--- src/rtl/chanbuf_pkg.sv ---
// shared settings, presets, channel maps and register map of the channel buffer
package chanbuf_pkg;
	typedef struct packed {
		logic [7:0] depth;
		logic flow;
		logic pipe;
	} queue_settings_t;

	localparam queue_settings_t PRESET_TWO_DEEP = '{depth: 8'h02, flow: 1'b0, pipe: 1'b0};
	localparam queue_settings_t PRESET_NO_QUEUE = '{depth: 8'h00, flow: 1'b0, pipe: 1'b0};
	localparam queue_settings_t PRESET_SINGLE_BYPASS = '{depth: 8'h01, flow: 1'b1, pipe: 1'b0};
	localparam queue_settings_t PRESET_SINGLE_FULL_RATE = '{depth: 8'h01, flow: 1'b0, pipe: 1'b1};

	typedef enum logic [1:0] {
		PROTO_TL = 2'h1,
		PROTO_AXI = 2'h2
	} proto_t;

	// channel slots: tl a,b,c,d,e and axi aw,w,b,ar,r
	localparam int NUM_CHAN = 5;
	localparam logic [4:0] TL_UNCACHED_CHANS = 5'h09;
	localparam logic [4:0] TL_RESPONSE_CHANS = 5'h0a;
	localparam logic [4:0] AXI_RESPONSE_CHANS = 5'h14;

	localparam int BEAT_W_DEFAULT = 32;
	localparam int FIFO_DEPTH_DEFAULT = 8;

	// register map
	localparam int ADDR_W = 12;
	localparam logic [11:0] CTRL_OFFSET = 12'h000;
	localparam logic [11:0] STATUS_OFFSET = 12'h004;
	localparam int CTRL_HALT_LSB = 0;
	localparam int STATUS_VALID_LSB = 0;
	localparam int STATUS_READY_LSB = 8;
	localparam logic [4:0] CTRL_RESET = 5'h00;

	// plain depth: both options off
	function automatic queue_settings_t from_depth(input int d);
		queue_settings_t s;
		s.depth = d[7:0];
		s.flow = 1'b0;
		s.pipe = 1'b0;
		return s;
	endfunction

	// which supplied setting a channel slot takes
	function automatic int setting_index(input proto_t proto, input int n, input int ch);
		logic [4:0] resp;
		resp = (proto == PROTO_AXI) ? AXI_RESPONSE_CHANS : TL_RESPONSE_CHANS;
		if (n <= 1)
			return 0;
		if (n == 2)
			return resp[ch] ? 1 : 0;
		return ch;
	endfunction
endpackage

--- src/rtl/channel_buffer_queues.sv ---
// channel queue and the per-channel buffer stage with its apb control
`timescale 1ns/1ps
// Overview of operation
// - one independent queue per channel: two tl uncached, five tl cached or axi.
// - each queue holds exactly its configured number of entries.
// - flow option lets a beat leave in its arrival cycle when empty.
// - pipe option lets a full single entry accept while draining.
// - a plain integer setting gives that depth, flow and pipe off.
// - two-deep preset: depth two, flow off, pipe off.
// - no-queue preset: depth zero, channel passes straight through.
// - single bypass preset: one entry, flow on, pipe off.
// - single full-rate preset: one entry, pipe on, flow off.
// - tl with no settings uses the two-deep preset everywhere.
// - tl with one setting uses it on every channel.
// - tl with two settings: first on a, c, e; second on b, d.
// - tl with five settings: a, b, c, d, e each their own.
// - axi takes zero, one, two or five; zero gives the two-deep preset, one all.
// - axi with two settings: first on ar, aw, w; second on b, r.
// - axi with five settings in order aw, w, b, ar, r.

module chan_queue #(
	parameter int WIDTH = chanbuf_pkg::BEAT_W_DEFAULT,
	parameter int DEPTH = chanbuf_pkg::FIFO_DEPTH_DEFAULT,
	parameter bit FLOW = 1'b0,
	parameter bit PIPE = 1'b0
) (
	// clock and reset
	input wire logic clk,
	input wire logic srst,
	// filling side
	input wire logic in_valid,
	output logic in_ready,
	input wire logic [WIDTH-1:0] in_data,
	// draining side
	output logic out_valid,
	input wire logic out_ready,
	output logic [WIDTH-1:0] out_data
);
	generate
		if (DEPTH == 0) begin : g_wire
			// straight through
			assign out_valid = in_valid;
			assign out_data = in_data;
			assign in_ready = out_ready;
		end else begin : g_fifo
			localparam int AW = (DEPTH > 1) ? $clog2(DEPTH) : 1;
			localparam logic [AW:0] FULL_COUNT = (AW + 1)'(DEPTH);
			localparam logic [AW-1:0] LAST_SLOT = AW'(DEPTH - 1);
			logic [WIDTH-1:0] mem_reg [DEPTH];
			logic [AW-1:0] rd_ptr_reg;
			logic [AW-1:0] wr_ptr_reg;
			logic [AW:0] count_reg;
			wire empty = (count_reg == '0);
			wire full = (count_reg == FULL_COUNT);
			wire bypass = FLOW && empty && in_valid;
			wire push = in_valid && in_ready && !(bypass && out_ready);
			wire pop = out_valid && out_ready && !empty;
			wire [AW-1:0] rd_ptr_next = (rd_ptr_reg == LAST_SLOT) ? '0 : rd_ptr_reg + 1'b1;
			wire [AW-1:0] wr_ptr_next = (wr_ptr_reg == LAST_SLOT) ? '0 : wr_ptr_reg + 1'b1;
			wire [AW:0] count_next = count_reg + (AW + 1)'(push) - (AW + 1)'(pop);

			assign out_valid = !empty || (FLOW && in_valid);
			assign out_data = empty ? in_data : mem_reg[rd_ptr_reg];
			assign in_ready = !full || (PIPE && out_ready);

			always_ff @(posedge clk) begin
				if (push)
					mem_reg[wr_ptr_reg] <= in_data;
			end

			always_ff @(posedge clk) begin
				if (srst) begin
					rd_ptr_reg <= '0;
					wr_ptr_reg <= '0;
					count_reg <= '0;
				end else begin
					rd_ptr_reg <= pop ? rd_ptr_next : rd_ptr_reg;
					wr_ptr_reg <= push ? wr_ptr_next : wr_ptr_reg;
					count_reg <= count_next;
				end
			end

		end
	endgenerate
endmodule

module channel_buffer_queues #(
	parameter chanbuf_pkg::proto_t PROTO = chanbuf_pkg::PROTO_TL,
	parameter bit CACHED = 1'b1,
	parameter int WIDTH = chanbuf_pkg::BEAT_W_DEFAULT,
	parameter int NUM_SETTINGS = 1,
	parameter chanbuf_pkg::queue_settings_t CFG [5] = '{default:
		chanbuf_pkg::from_depth(chanbuf_pkg::FIFO_DEPTH_DEFAULT)}
) (
	// clock and reset
	input wire logic CLK,
	input wire logic SRST,
	// apb slave
	input wire logic PSEL,
	input wire logic PENABLE,
	input wire logic PWRITE,
	input wire logic [11:0] PADDR,
	input wire logic [31:0] PWDATA,
	output logic [31:0] PRDATA,
	output logic PREADY,
	output logic PSLVERR,
	// beat entry side, one lane per channel slot
	input wire logic [4:0] ENQ_VALID,
	output logic [4:0] ENQ_READY,
	input wire logic [4:0][WIDTH-1:0] ENQ_DATA,
	// beat exit side
	output logic [4:0] DEQ_VALID,
	input wire logic [4:0] DEQ_READY,
	output logic [4:0][WIDTH-1:0] DEQ_DATA
);
	logic [4:0] halt_reg;
	logic pready_reg;
	logic pslverr_reg;
	logic [31:0] prdata_reg;
	logic [4:0] q_valid;
	logic [4:0] q_ready;

	genvar ch;
	generate
		for (ch = 0; ch < chanbuf_pkg::NUM_CHAN; ch++) begin : g_chan
			// setting chosen by count of supplied settings
			localparam chanbuf_pkg::queue_settings_t SET = (NUM_SETTINGS == 0) ?
				chanbuf_pkg::PRESET_TWO_DEEP :
				CFG[chanbuf_pkg::setting_index(PROTO, NUM_SETTINGS, ch)];
			localparam bit USED = (PROTO == chanbuf_pkg::PROTO_AXI) || CACHED ||
				chanbuf_pkg::TL_UNCACHED_CHANS[ch];
			if (USED) begin : g_on
				wire gated_ready = DEQ_READY[ch] && !halt_reg[ch];
				chan_queue #(
					.WIDTH(WIDTH),
					.DEPTH(int'(SET.depth)),
					.FLOW(SET.flow),
					.PIPE(SET.pipe)
				) u_queue (
					.clk(CLK),
					.srst(SRST),
					.in_valid(ENQ_VALID[ch]),
					.in_ready(q_ready[ch]),
					.in_data(ENQ_DATA[ch]),
					.out_valid(q_valid[ch]),
					.out_ready(gated_ready),
					.out_data(DEQ_DATA[ch])
				);
				assign DEQ_VALID[ch] = q_valid[ch] && !halt_reg[ch];
				assign ENQ_READY[ch] = q_ready[ch];

			end else begin : g_off
				assign q_valid[ch] = 1'b0;
				assign q_ready[ch] = 1'b0;
				assign DEQ_VALID[ch] = 1'b0;
				assign ENQ_READY[ch] = 1'b0;
				assign DEQ_DATA[ch] = '0;
			end
		end
	endgenerate

	// apb decode
	wire apb_access = PSEL && PENABLE;
	wire apb_first = apb_access && !pready_reg;
	wire apb_done = apb_access && pready_reg;
	wire sel_ctrl = (PADDR == chanbuf_pkg::CTRL_OFFSET);
	wire sel_status = (PADDR == chanbuf_pkg::STATUS_OFFSET);
	wire mapped = sel_ctrl || sel_status;
	wire [31:0] ctrl_word = 32'(halt_reg) << chanbuf_pkg::CTRL_HALT_LSB;
	wire [31:0] status_word = (32'(q_valid) << chanbuf_pkg::STATUS_VALID_LSB) |
		(32'(q_ready) << chanbuf_pkg::STATUS_READY_LSB);
	wire [31:0] read_word = sel_ctrl ? ctrl_word : (sel_status ? status_word : 32'h0);
	wire [4:0] halt_next = PWDATA[chanbuf_pkg::CTRL_HALT_LSB +: 5];

	always_ff @(posedge CLK) begin
		if (SRST) begin
			pready_reg <= 1'b0;
			pslverr_reg <= 1'b0;
			prdata_reg <= 32'h0;
			halt_reg <= chanbuf_pkg::CTRL_RESET;
		end else begin
			pready_reg <= apb_first;
			if (apb_first) begin
				prdata_reg <= PWRITE ? 32'h0 : read_word;
				pslverr_reg <= !mapped;
			end
			if (apb_done && PWRITE && sel_ctrl)
				halt_reg <= halt_next;
		end
	end

	assign PREADY = pready_reg;
	assign PSLVERR = pslverr_reg;
	assign PRDATA = prdata_reg;
endmodule

--- config.mk ---
export PLATFORM = sky130hd
export DESIGN_NAME = channel_buffer_queues
export DESIGN_NICKNAME = d
export VERILOG_FILES = /design/src/rtl/chanbuf_pkg.sv /design/src/rtl/channel_buffer_queues.sv
export SDC_FILE = /design/constraint.sdc
export NUM_CORES = 1
export LEC_CHECK = 0
export ABC_AREA = 1
export BUFFER_PORTS_ARGS = -buffer_cell sky130_fd_sc_hd__buf_2
export CORE_ASPECT_RATIO = 0.75
export CORE_MARGIN = 4
export CORE_UTILIZATION = 40
export DETAILED_ROUTE_END_ITERATION = 10
export SLEW_MARGIN = 0
export SYNTH_ARGS = -nofsm -noshare
export SYNTH_HDL_FRONTEND = slang
export SYNTH_SLANG_ARGS = --single-unit
--- constraint.sdc ---
create_clock -name CLK -period 3 [get_ports CLK]
set_clock_uncertainty 0.05 [all_clocks]
set_input_delay 0.45 -clock CLK [delete_from_list [all_inputs] [get_ports CLK]]
set_output_delay 0.45 -clock CLK [all_outputs]
set_load 0.05 [all_outputs]
# Word level (Yosys, flattened, before mapping)
# Memories as Yosys holds them, arrays and structs flattened. A register that Yosys moved wholly into a read port is not among the register bits.
# Cells that the tools add are included.
dict set report op_classes {
  add_sub_neg 20
  n_reduce_logical 54
  mux 38
  bitwise 1
  eq_ne 16
}
# op n
set op_table {}
lappend op_table {{two-way mux 32 bit} 5}
lappend op_table {{two-way mux 3 bit} 20}
lappend op_table {{two-way mux 13 bit} 3}
lappend op_table {{adder 3 x 1 -> 3 bit (second input constant)} 10}
lappend op_table {{equality test 3 bit (second input constant)} 10}
lappend op_table {{logical AND 1 bit} 30}
lappend op_table {{adder 4 x 1 -> 4 bit} 5}
lappend op_table {{equality test 4 bit (second input constant)} 5}
lappend op_table {{zero test 4 bit} 5}
lappend op_table {{subtractor 4 x 1 -> 4 bit} 5}
lappend op_table {{zero test 1 bit} 17}
lappend op_table {{bitwise OR 5 x 13 -> 13 bit} 1}
lappend op_table {{equality test 12 x 3 -> 1 bit (second input constant)} 1}
lappend op_table {{zero test 12 bit} 1}
lappend op_table {{two-way mux 1 bit} 10}
lappend op_table {{logical OR 1 bit} 1}
dict set report totals {
  elab_cells 153
  ramBits 1280
  n_memories 5
  out_inout_bits 204
  in_bits 219
  register_bits 89
}
# name words word_bits read_ports rd_clocked_by_memory_dff write_ports line_no
set memory_table {}
lappend memory_table {{g_chan[0].g_on.u_queue.g_fifo.mem_reg} 8 32 1 1 1 channel_buffer_queues.sv:49} ;# logic [WIDTH-1:0] mem_reg [DEPTH];
lappend memory_table {{g_chan[1].g_on.u_queue.g_fifo.mem_reg} 8 32 1 1 1 channel_buffer_queues.sv:49}
lappend memory_table {{g_chan[2].g_on.u_queue.g_fifo.mem_reg} 8 32 1 1 1 channel_buffer_queues.sv:49}
lappend memory_table {{g_chan[3].g_on.u_queue.g_fifo.mem_reg} 8 32 1 1 1 channel_buffer_queues.sv:49}
lappend memory_table {{g_chan[4].g_on.u_queue.g_fifo.mem_reg} 8 32 1 1 1 channel_buffer_queues.sv:49}

# Longest topological paths before layout
# Gate-level depths: netlist of the first run.
dict set report depth {
  word_depth 6
  depth_mapped 14
  ltp_nobuf 14
}

# Hierarchy
# From an unflattened synthesis of the first run, not the netlist that was laid out.
dict set report unflattened {
  cells_unflattened 6038
  hier_area_um2 60126.4
}
# module area_per_inst_um2 seq_area_each_um2 n_inst cells_per_inst
set by_module_without_submodules {}
lappend by_module_without_submodules {chan_queue 11795.1 7947.6 5 1171}
lappend by_module_without_submodules {channel_buffer_queues 1151.1 340.3 1 183}

# Worst setup path before layout of the first run
# Ideal clock, no wire load.
dict set report synth_path {
  kind {register to register}
  startpoint {register g_chan[2].g_on.u_queue.g_fifo.count_reg[2]}
  endpoint {register g_chan[2].g_on.u_queue.g_fifo.count_reg[2]}
  stages_incl_launch_ff 15
  path_buffers 0
  setup_slack_ns 0.025
  arrival_ns 2.797
  synth_period_minus_slack_ns 2.975
  required_ns 2.822
  setup_time_ns 0.128
  cell_sequence {dfxtp_1 inv_1 ha_1 nand2_2 inv_2 nor2_1 nand2_1 inv_1 ha_1 inv_1 ha_1 inv_1 fa_1 xor2_1 nor2_1}
}
dict set report synth_between {
  elab_chain_cells 5
  word_cells_on_any_way 9
  cone_classes {add/sub (2); eq/ne (1); reduce/logical (6)}
}
# item line_no
set synth_rtl {}
lappend synth_rtl {{start, declared} channel_buffer_queues.sv:52} ;# logic [AW:0] count_reg;
lappend synth_rtl {{start signal, assigned} channel_buffer_queues.sv:79} ;# count_reg <= count_next;
lappend synth_rtl {{zero test 4 bit (*)} channel_buffer_queues.sv:53} ;# wire empty = (count_reg == '0);
lappend synth_rtl {{zero test 1 bit (*)} {channel_buffer_queues.sv:57, channel_buffer_queues.sv:62}}
lappend synth_rtl {{logical AND 1 bit} channel_buffer_queues.sv:57} ;# wire pop = out_valid && out_ready && !empty;
lappend synth_rtl {{logical AND 1 bit (*)} channel_buffer_queues.sv:57}
lappend synth_rtl {{named net g_chan[2].g_on.u_queue.g_fifo.pop} channel_buffer_queues.sv:57}
lappend synth_rtl {{subtractor 4 x 1 -> 4 bit (*)} channel_buffer_queues.sv:60} ;# wire [AW:0] count_next = count_reg + (AW + 1)'(push) - (AW + 1)'(pop);
# Mark *: on every way through the listed nets, which the timed path passes. The rest lies on a longest branch.
# A chain may end at the register's enable or synchronous reset.

==> results.json, run 1 <==
{
  "synth-simple-area-share_pct": 10.21,
  "antenna_found_initial": 8,
  "reg2regPathDepth": 14,
  "grt_pass1_vias": 35230,
  "power_density_nw_per_um2": 937.5,
  "fin_hold_ws_ns": 0.08091,
  "syn_area_um2": 57180,
  "endpoint_kind": "primary output",
  "synth_top_area_share_pct": 67.22,
  "std_cell_rows": 119,
  "insertion_delay_ns": 0.77,
  "coreArea_um2": 141200,
  "gr-total-overflow": 0,
  "synth_compound_area_share_pct": 10.47,
  "critical_path_class": "reg -> out",
  "layout.nets": 5714,
  "ys_seq_area_share_pct": 70.09,
  "fmax_ghz": 0.3458,
  "yosys.area.top_type": "edfxtp_1",
  "timing.final.crit_period_ns": 2.892,
  "syn_inst": 4883,
  "critPathTopFamily": "buffers and inverters",
  "ys_ff_latch": 1362,
  "r2r_start": "g_chan[0].g_on.u_queue.g_fifo.count_reg[2]",
  "die_w_um": 444.6,
  "irDropWorstVdd_mv": 0.9112,
  "syn_area_per_cell_um2": 11.71,
  "clk_pin_slew_ns": 0.06,
  "cp_cell_sequence": "buf_12, o211ai_1, nand3_1, nand3_1, nand2_1, buf_2",
  "ys_types": 30,
  "worstSetupStartpointType": "flip-flop",
  "vias_per_cell": 4.967,
  "final-max-slew-violation-count": 0,
  "finalHoldViolCount": 0,
  "drcViolationCount": 0,
  "path_buf_inv": 2,
  "seqCellArea_um2": 40120,
  "clockBufferDepth": 3,
  "grt_usage_pct": 18.28,
  "nFillCells": 12380,
  "cp_slowest_cell": "dfxtp_4",
  "drv_cap": 0,
  "hold_path_depth": 3,
  "layout-drive-gt1-share_pct": 14.21,
  "fin_crit_sh_pct": 96.40,
  "dieHeight_um": 335.4,
  "worstPathArrival_ns": 2.39,
  "critical-path-max-stage-delay_ns": 0.51,
  "dr.pass1.iters": 6,
  "worst_path_most_repeated_cell": "nand3_1",
  "path_depth": 6,
  "pin_count": 423,
  "vias": 36930,
  "htreeDepth": 4,
  "initial_core_util_pct": 40.51,
  "muxShareOfSynthArea_pct": 0,
  "syn2layout_area_growth_pct": 20.07,
  "cts-root-buf": "clkbuf_16",
  "grt_max_degree": 81,
  "die_area_um2": 149100,
  "cp.required_ns": 2.50,
  "tightest_slew_ns": 0.6127,
  "cp_max_fo": 80,
  "largest_reg_flops": 1280,
  "drt_wl_total_mm": 138.8,
  "cts_tree": "built",
  "io_buffers": 373,
  "crit_path_end": "DEQ_DATA[51]",
  "grt_pass1_wl_mm": 211.6,
  "drt_iter0_drc": 2779,
  "maxSlewHeadroom_pct": 59.15,
  "dp_hpwl_mm": 76.05,
  "wl_per_cell_um": 18.67,
  "gp_congestion": 0.7474,
  "rsz0062_at_grt": "yes",
  "synth_top_family_by_area": "compound AO/OA/AOI/OAI gates",
  "cts_buffers": 140,
  "regToRegEndpoint": "g_chan[0].g_on.u_queue.g_fifo.count_reg[2]",
  "ys_warn_count": 0,
  "setup_viol": 0,
  "synth_area_leaders": "edfxtp_1, inv_1, nand2_1, nand3_1, o211ai_1",
  "hold_class": "in -> reg",
  "leakagePower_nw": 25.85,
  "multiInputGateArea_um2": 12980,
  "yosys.area_share.adder_pct": 1.269,
  "synthXorXnorAreaFrac_pct": 0.07659,
  "status": "finished, final reports clean",
  "r2r_setup_slack_ns": 0.48,
  "utilization_pct": 48.64,
  "clock_sinks": 1362,
  "ant_nets": 0
}
-- metal layers --
metal / global-route usage (%) / part of all wire (%)
met1: 25.45 / 45
met2: 29.78 / 48
met3: 3.006 / 4.8
met4: 5.155 / 2.2
met5: 0 / 0.015
-- stage by stage --
stage | total power [mW] | setup TNS, ns | cells | worst slack, ns | cell area, µm²
2_1_floorplan | 39.87 | 0 | 4904 | 0.02506 | 57260
3_3_place_gp | 46.78 | 0 | 6962 | 0.5753 | 61790
3_5_place_dp | 47.01 | 0 | 6962 | 0.5420 | 61790
4_1_cts | 64.66 | 0 | 7408 | 0.0002123 | 68330
5_1_grt | 67.66 | -0.2628 | 7430 | -0.04637 | 68640
6_report | 64.36 | 0 | 7435 | 0.1081 | 68650
-- final cells by class --
cell class	instances	share of cell area, %
tap	1875	3.417
clock inverter	69	0.9094
multi-input combinational	2487	18.90
timing repair buffer	704	8.710
sequential	1362	58.43
clock buffer	186	5.522
inverter	745	4.079
antenna	7	0.02552
-- power by group --
part / leakage [nW] / total, mW / switching, mW / internal (mW)
registers: 12.3 / 22.9 / 0.598 / 22.3
logic: 11.4 / 24.6 / 18.0 / 6.59
clock network: 2.14 / 16.9 / 7.32 / 9.57
-- cell usage after synthesis (all sizes together) --
cell type,n
a21oi,349
a22oi,4
a31oi,1
and3,2
buf,192
clkbuf,118
conb,1
dfxtp,82
edfxtp,1280
fa,5
ha,50
inv,745
nand2,723
nand3,495
nand4,1
nor2,157
o211a,4
o211ai,325
o21ai,344
xnor2,1
xor2,4
-- timing repair --
item,4_1_cts,5_1_grt
cloned,4,1
hold endpoints to repair,1300,0
hold buffers,175,0
gates resized for setup,21,36
setup endpoints to repair,132,96
buffers inserted,12,19
-- worst reg2reg max path: cells and delay by family (launching register included) --
kind	cells	cell delay [ns]
buffers and inverters	5	0.43
flip-flops	1	0.30
adder cells (fa/ha/maj)	4	1.06
AND/OR/NAND/NOR	4	0.42
XOR/XNOR	1	0.14
-- worst min path at each step --
stage / to / slack [ns] / from
2_1_floorplan: flip-flop / 0.42 / g_chan[4].g_on.u_queue.g_fifo.rd_ptr_reg[1]
3_3_place_gp: PRDATA[8] / 0.41 / PRDATA[8]
3_5_place_dp: PRDATA[8] / 0.40 / PRDATA[8]
4_1_cts: g_chan[0].g_on.u_queue.g_fifo.wr_ptr_reg[2] / 0.004 / ENQ_VALID[0]
5_1_grt: g_chan[0].g_on.u_queue.g_fifo.wr_ptr_reg[2] / 0.04 / ENQ_VALID[0]
6_report: g_chan[0].g_on.u_queue.g_fifo.wr_ptr_reg[2] / 0.08 / ENQ_VALID[0]
-- cell families (layout without fill, tap and decap cells) --
family	Yosys count	count (layout)
adders and majority gates	55	55
buffers and inverters	1055	1704
and+or+nand+nor	1378	1378
AOI/OAI and AO/OA	1027	1027
xor gates and xnor gates	5	5
other	1	29
DFF	1362	1362
-- layout by cell type, fill, tap and decap left out, types with 68 or more instances in the layout --
| cell | netlist | routed |
|---|---|---|
| inv_1 | 739 | 738 |
| nand3_1 | 494 | 494 |
| o211ai_1 | 325 | 325 |
| a21oi_1 | 349 | 349 |
| buf_2 | 52 | 356 |
| nand2_1 | 718 | 718 |
| clkbuf_16 | 0 | 145 |
| o21ai_0 | 298 | 298 |
| dfxtp_1 | 82 | 72 |
| buf_4 | 77 | 68 |
| edfxtp_1 | 1280 | 1280 |
| nor2_1 | 150 | 110 |
| dlygate4sd3_1 | 0 | 175 |
Power figures use the tool's default switching activity.
==> inputs of run 2 (changes only) <==
--- a/config.mk
+++ b/config.mk
@@ -10,6 +10,7 @@
 export CORE_ASPECT_RATIO = 0.75
 export CORE_MARGIN = 4
-export CORE_UTILIZATION = 40
+export CORE_UTILIZATION = 35
 export DETAILED_ROUTE_END_ITERATION = 10
+export GPL_TIMING_DRIVEN = 0
 export SLEW_MARGIN = 0
 export SYNTH_ARGS = -nofsm -noshare
==> constraint.sdc (replaced) <==
create_clock -name CLK -period 3 [get_ports CLK]
set_clock_uncertainty 0.05 [all_clocks]
set_input_delay 0.45 -clock CLK [delete_from_list [all_inputs] [get_ports CLK]]
set_output_delay 0.45 -clock CLK [all_outputs]
set_load 0.005 [all_outputs]
==> results.json, run 2 (synthesized netlist as in run 1, its figures left out) <==
{
  "critical_path_class": "reg -> out",
  "grt_max_degree": 27,
  "irDropWorstVdd_mv": 0.6231,
  "htreeDepth": 4,
  "vias": 39680,
  "grt_usage_pct": 19.44,
  "drt_iter0_drc": 3863,
  "seqCellArea_um2": 40090,
  "grt_pass1_vias": 38570,
  "antenna_found_initial": 13,
  "maxSlewHeadroom_pct": 15.81,
  "endpoint_kind": "primary output",
  "drcViolationCount": 0,
  "wl_per_cell_um": 21.33,
  "syn2layout_area_growth_pct": 22.09,
  "cp_cell_sequence": "buf_6, buf_8, buf_6, nand2_1, o211ai_1, nand3_1, nand3_1, nand2_1, buf_2",
  "multiInputGateArea_um2": 13080,
  "final_cell_mix": "edfxtp_1, inv_1, nand2_1, nand3_1, buf_2",
  "worstPathArrival_ns": 2.41,
  "coreArea_um2": 162400,
  "gp_congestion": 0.8100,
  "finalPower_mw": 59.43,
  "tightest_slew_ns": 1.263,
  "power_density_nw_per_um2": 851.3,
  "largest_reg_flops": 1280,
  "finalNonFillerCells": 7893,
  "die_area_um2": 170000,
  "leakagePower_nw": 26.62,
  "clock_sinks": 1362,
  "die_w_um": 474.7,
  "layout-drive-gt1-share_pct": 17.14,
  "worstSetupStartpointType": "flip-flop",
  "critical-path-max-stage-delay_ns": 0.40,
  "fmax_ghz": 0.3441,
  "pin_count": 423,
  "timing.final.crit_period_ns": 2.906,
  "critPathTopFamily": "buffers and inverters",
  "dp_hpwl_mm": 108.9,
  "final-max-slew-violation-count": 0,
  "vias_per_cell": 5.027,
  "cts_tree": "built",
  "cp.required_ns": 2.50,
  "setup_viol": 0,
  "hold_class": "in -> reg",
  "cp_slowest_cell": "dfxtp_2",
  "grt_pass1_wl_mm": 247.2,
  "std_cell_rows": 128,
  "ant_nets": 0,
  "dieHeight_um": 358.0,
  "cts_buffers": 143,
  "post-place-cells": 7462,
  "finalHoldViolCount": 0,
  "status": "finished, final reports clean",
  "gr-total-overflow": 0,
  "nFillCells": 15000,
  "fin_crit_sh_pct": 96.88,
  "final_common_cell": "edfxtp_1",
  "layout.nets": 5905,
  "io_buffers": 373,
  "dr.pass1.iters": 6,
  "drt_wl_total_mm": 168.4,
  "initial_core_util_pct": 35.21,
  "drv_cap": 0,
  "insertion_delay_ns": 0.76,
  "cp_max_fo": 10,
  "cts-root-buf": "clkbuf_16",
  "clockBufferDepth": 3,
  "path_buf_inv": 4,
  "clk_pin_slew_ns": 0.06
}
## run 2: cell types whose count changed in the layout (fill, tap and decap cells not counted), moves of 24 or more
| cell | delta |
|---|---|
| buf_12 | -33 |
| buf_2 | +89 |
| buf_6 | +32 |
| clkbuf_2 | +64 |
| clkbuf_4 | +24 |
## run 2: stage by stage
step	setup TNS, ns	area [µm²]	util (%)	setup WS, ns	hold WS (ns)
2_1_floorplan	0	57260	-	0.2579	0.4118
3_3_place_gp	-1995.70	61810	38.06	-1.963	0.4060
3_5_place_dp	-1.704	63000	38.79	-0.3980	0.4072
4_1_cts	0	69520	42.81	0.001244	0.002464
5_1_grt	-0.007408	69810	42.99	-0.006894	0.04565
6_report	0	69810	42.99	0.09353	0.05701
## run 2: metal layers
layer	GRT usage, %	vias to the layer above	wire length (µm)
li1	-	18510	-
met1	26.90	19250	71610
met2	30.72	1639	77560
met3	3.387	273	13350
met4	7.316	4	5849
met5	0	-	21
## run 2: worst paths after layout
kind / start / endpoint / depth (start not counted) / slack (ns)
hold reg to reg: PRDATA[9] / PRDATA[9] / 2 / 0.42
hold / removal: ENQ_VALID[4] / g_chan[4].g_on.u_queue.g_fifo.wr_ptr_reg[2] / 3 / 0.06
setup reg to reg: g_chan[2].g_on.u_queue.g_fifo.count_reg[2] / g_chan[2].g_on.u_queue.g_fifo.mem_reg[1][13] / 8 / 0.22
setup / recovery: flip-flop / DEQ_DATA[94] / 9 / 0.09
## run 2: power breakdown
group | switching [mW] | total (mW) | internal [mW]
combinational | 12.9 | 19.3 | 6.39
clock | 7.55 | 17.4 | 9.84
sequential | 0.439 | 22.7 | 22.3
total | 20.9 | 59.4 | 38.5
## run 2: worst reg2reg max path: stages (launching register included)
cell,delay (ns)
dfxtp_1,0.30
inv_1,0.06
ha_1,0.19
nand2_1,0.28
nand2_1,0.38
nor2_1,0.19
inv_1,0.19
nor2_4,0.59
buf_16,0.25
## run 2: area by class of cell
class | instances | share of cell area [%]
flip-flops and latches | 1362 | 57.43
multi-input cells | 2487 | 18.74
repair buffers | 585 | 6.438
clock buffers | 178 | 5.509
inverters | 745 | 4.034
well taps | 2145 | 3.844
plain buffers | 307 | 2.995
clock inverters | 78 | 0.9965
diodes | 6 | 0.02151
## run 2: what timing repair did
action | in CTS | in global routing
pin swaps | 1 | 3
endpoints found under the hold margin | 1287 | 0
hold buffers | 168 | 0
resized for setup | 173 | 116
buffers inserted | 0 | 4
endpoints found under the setup margin | 169 | 146
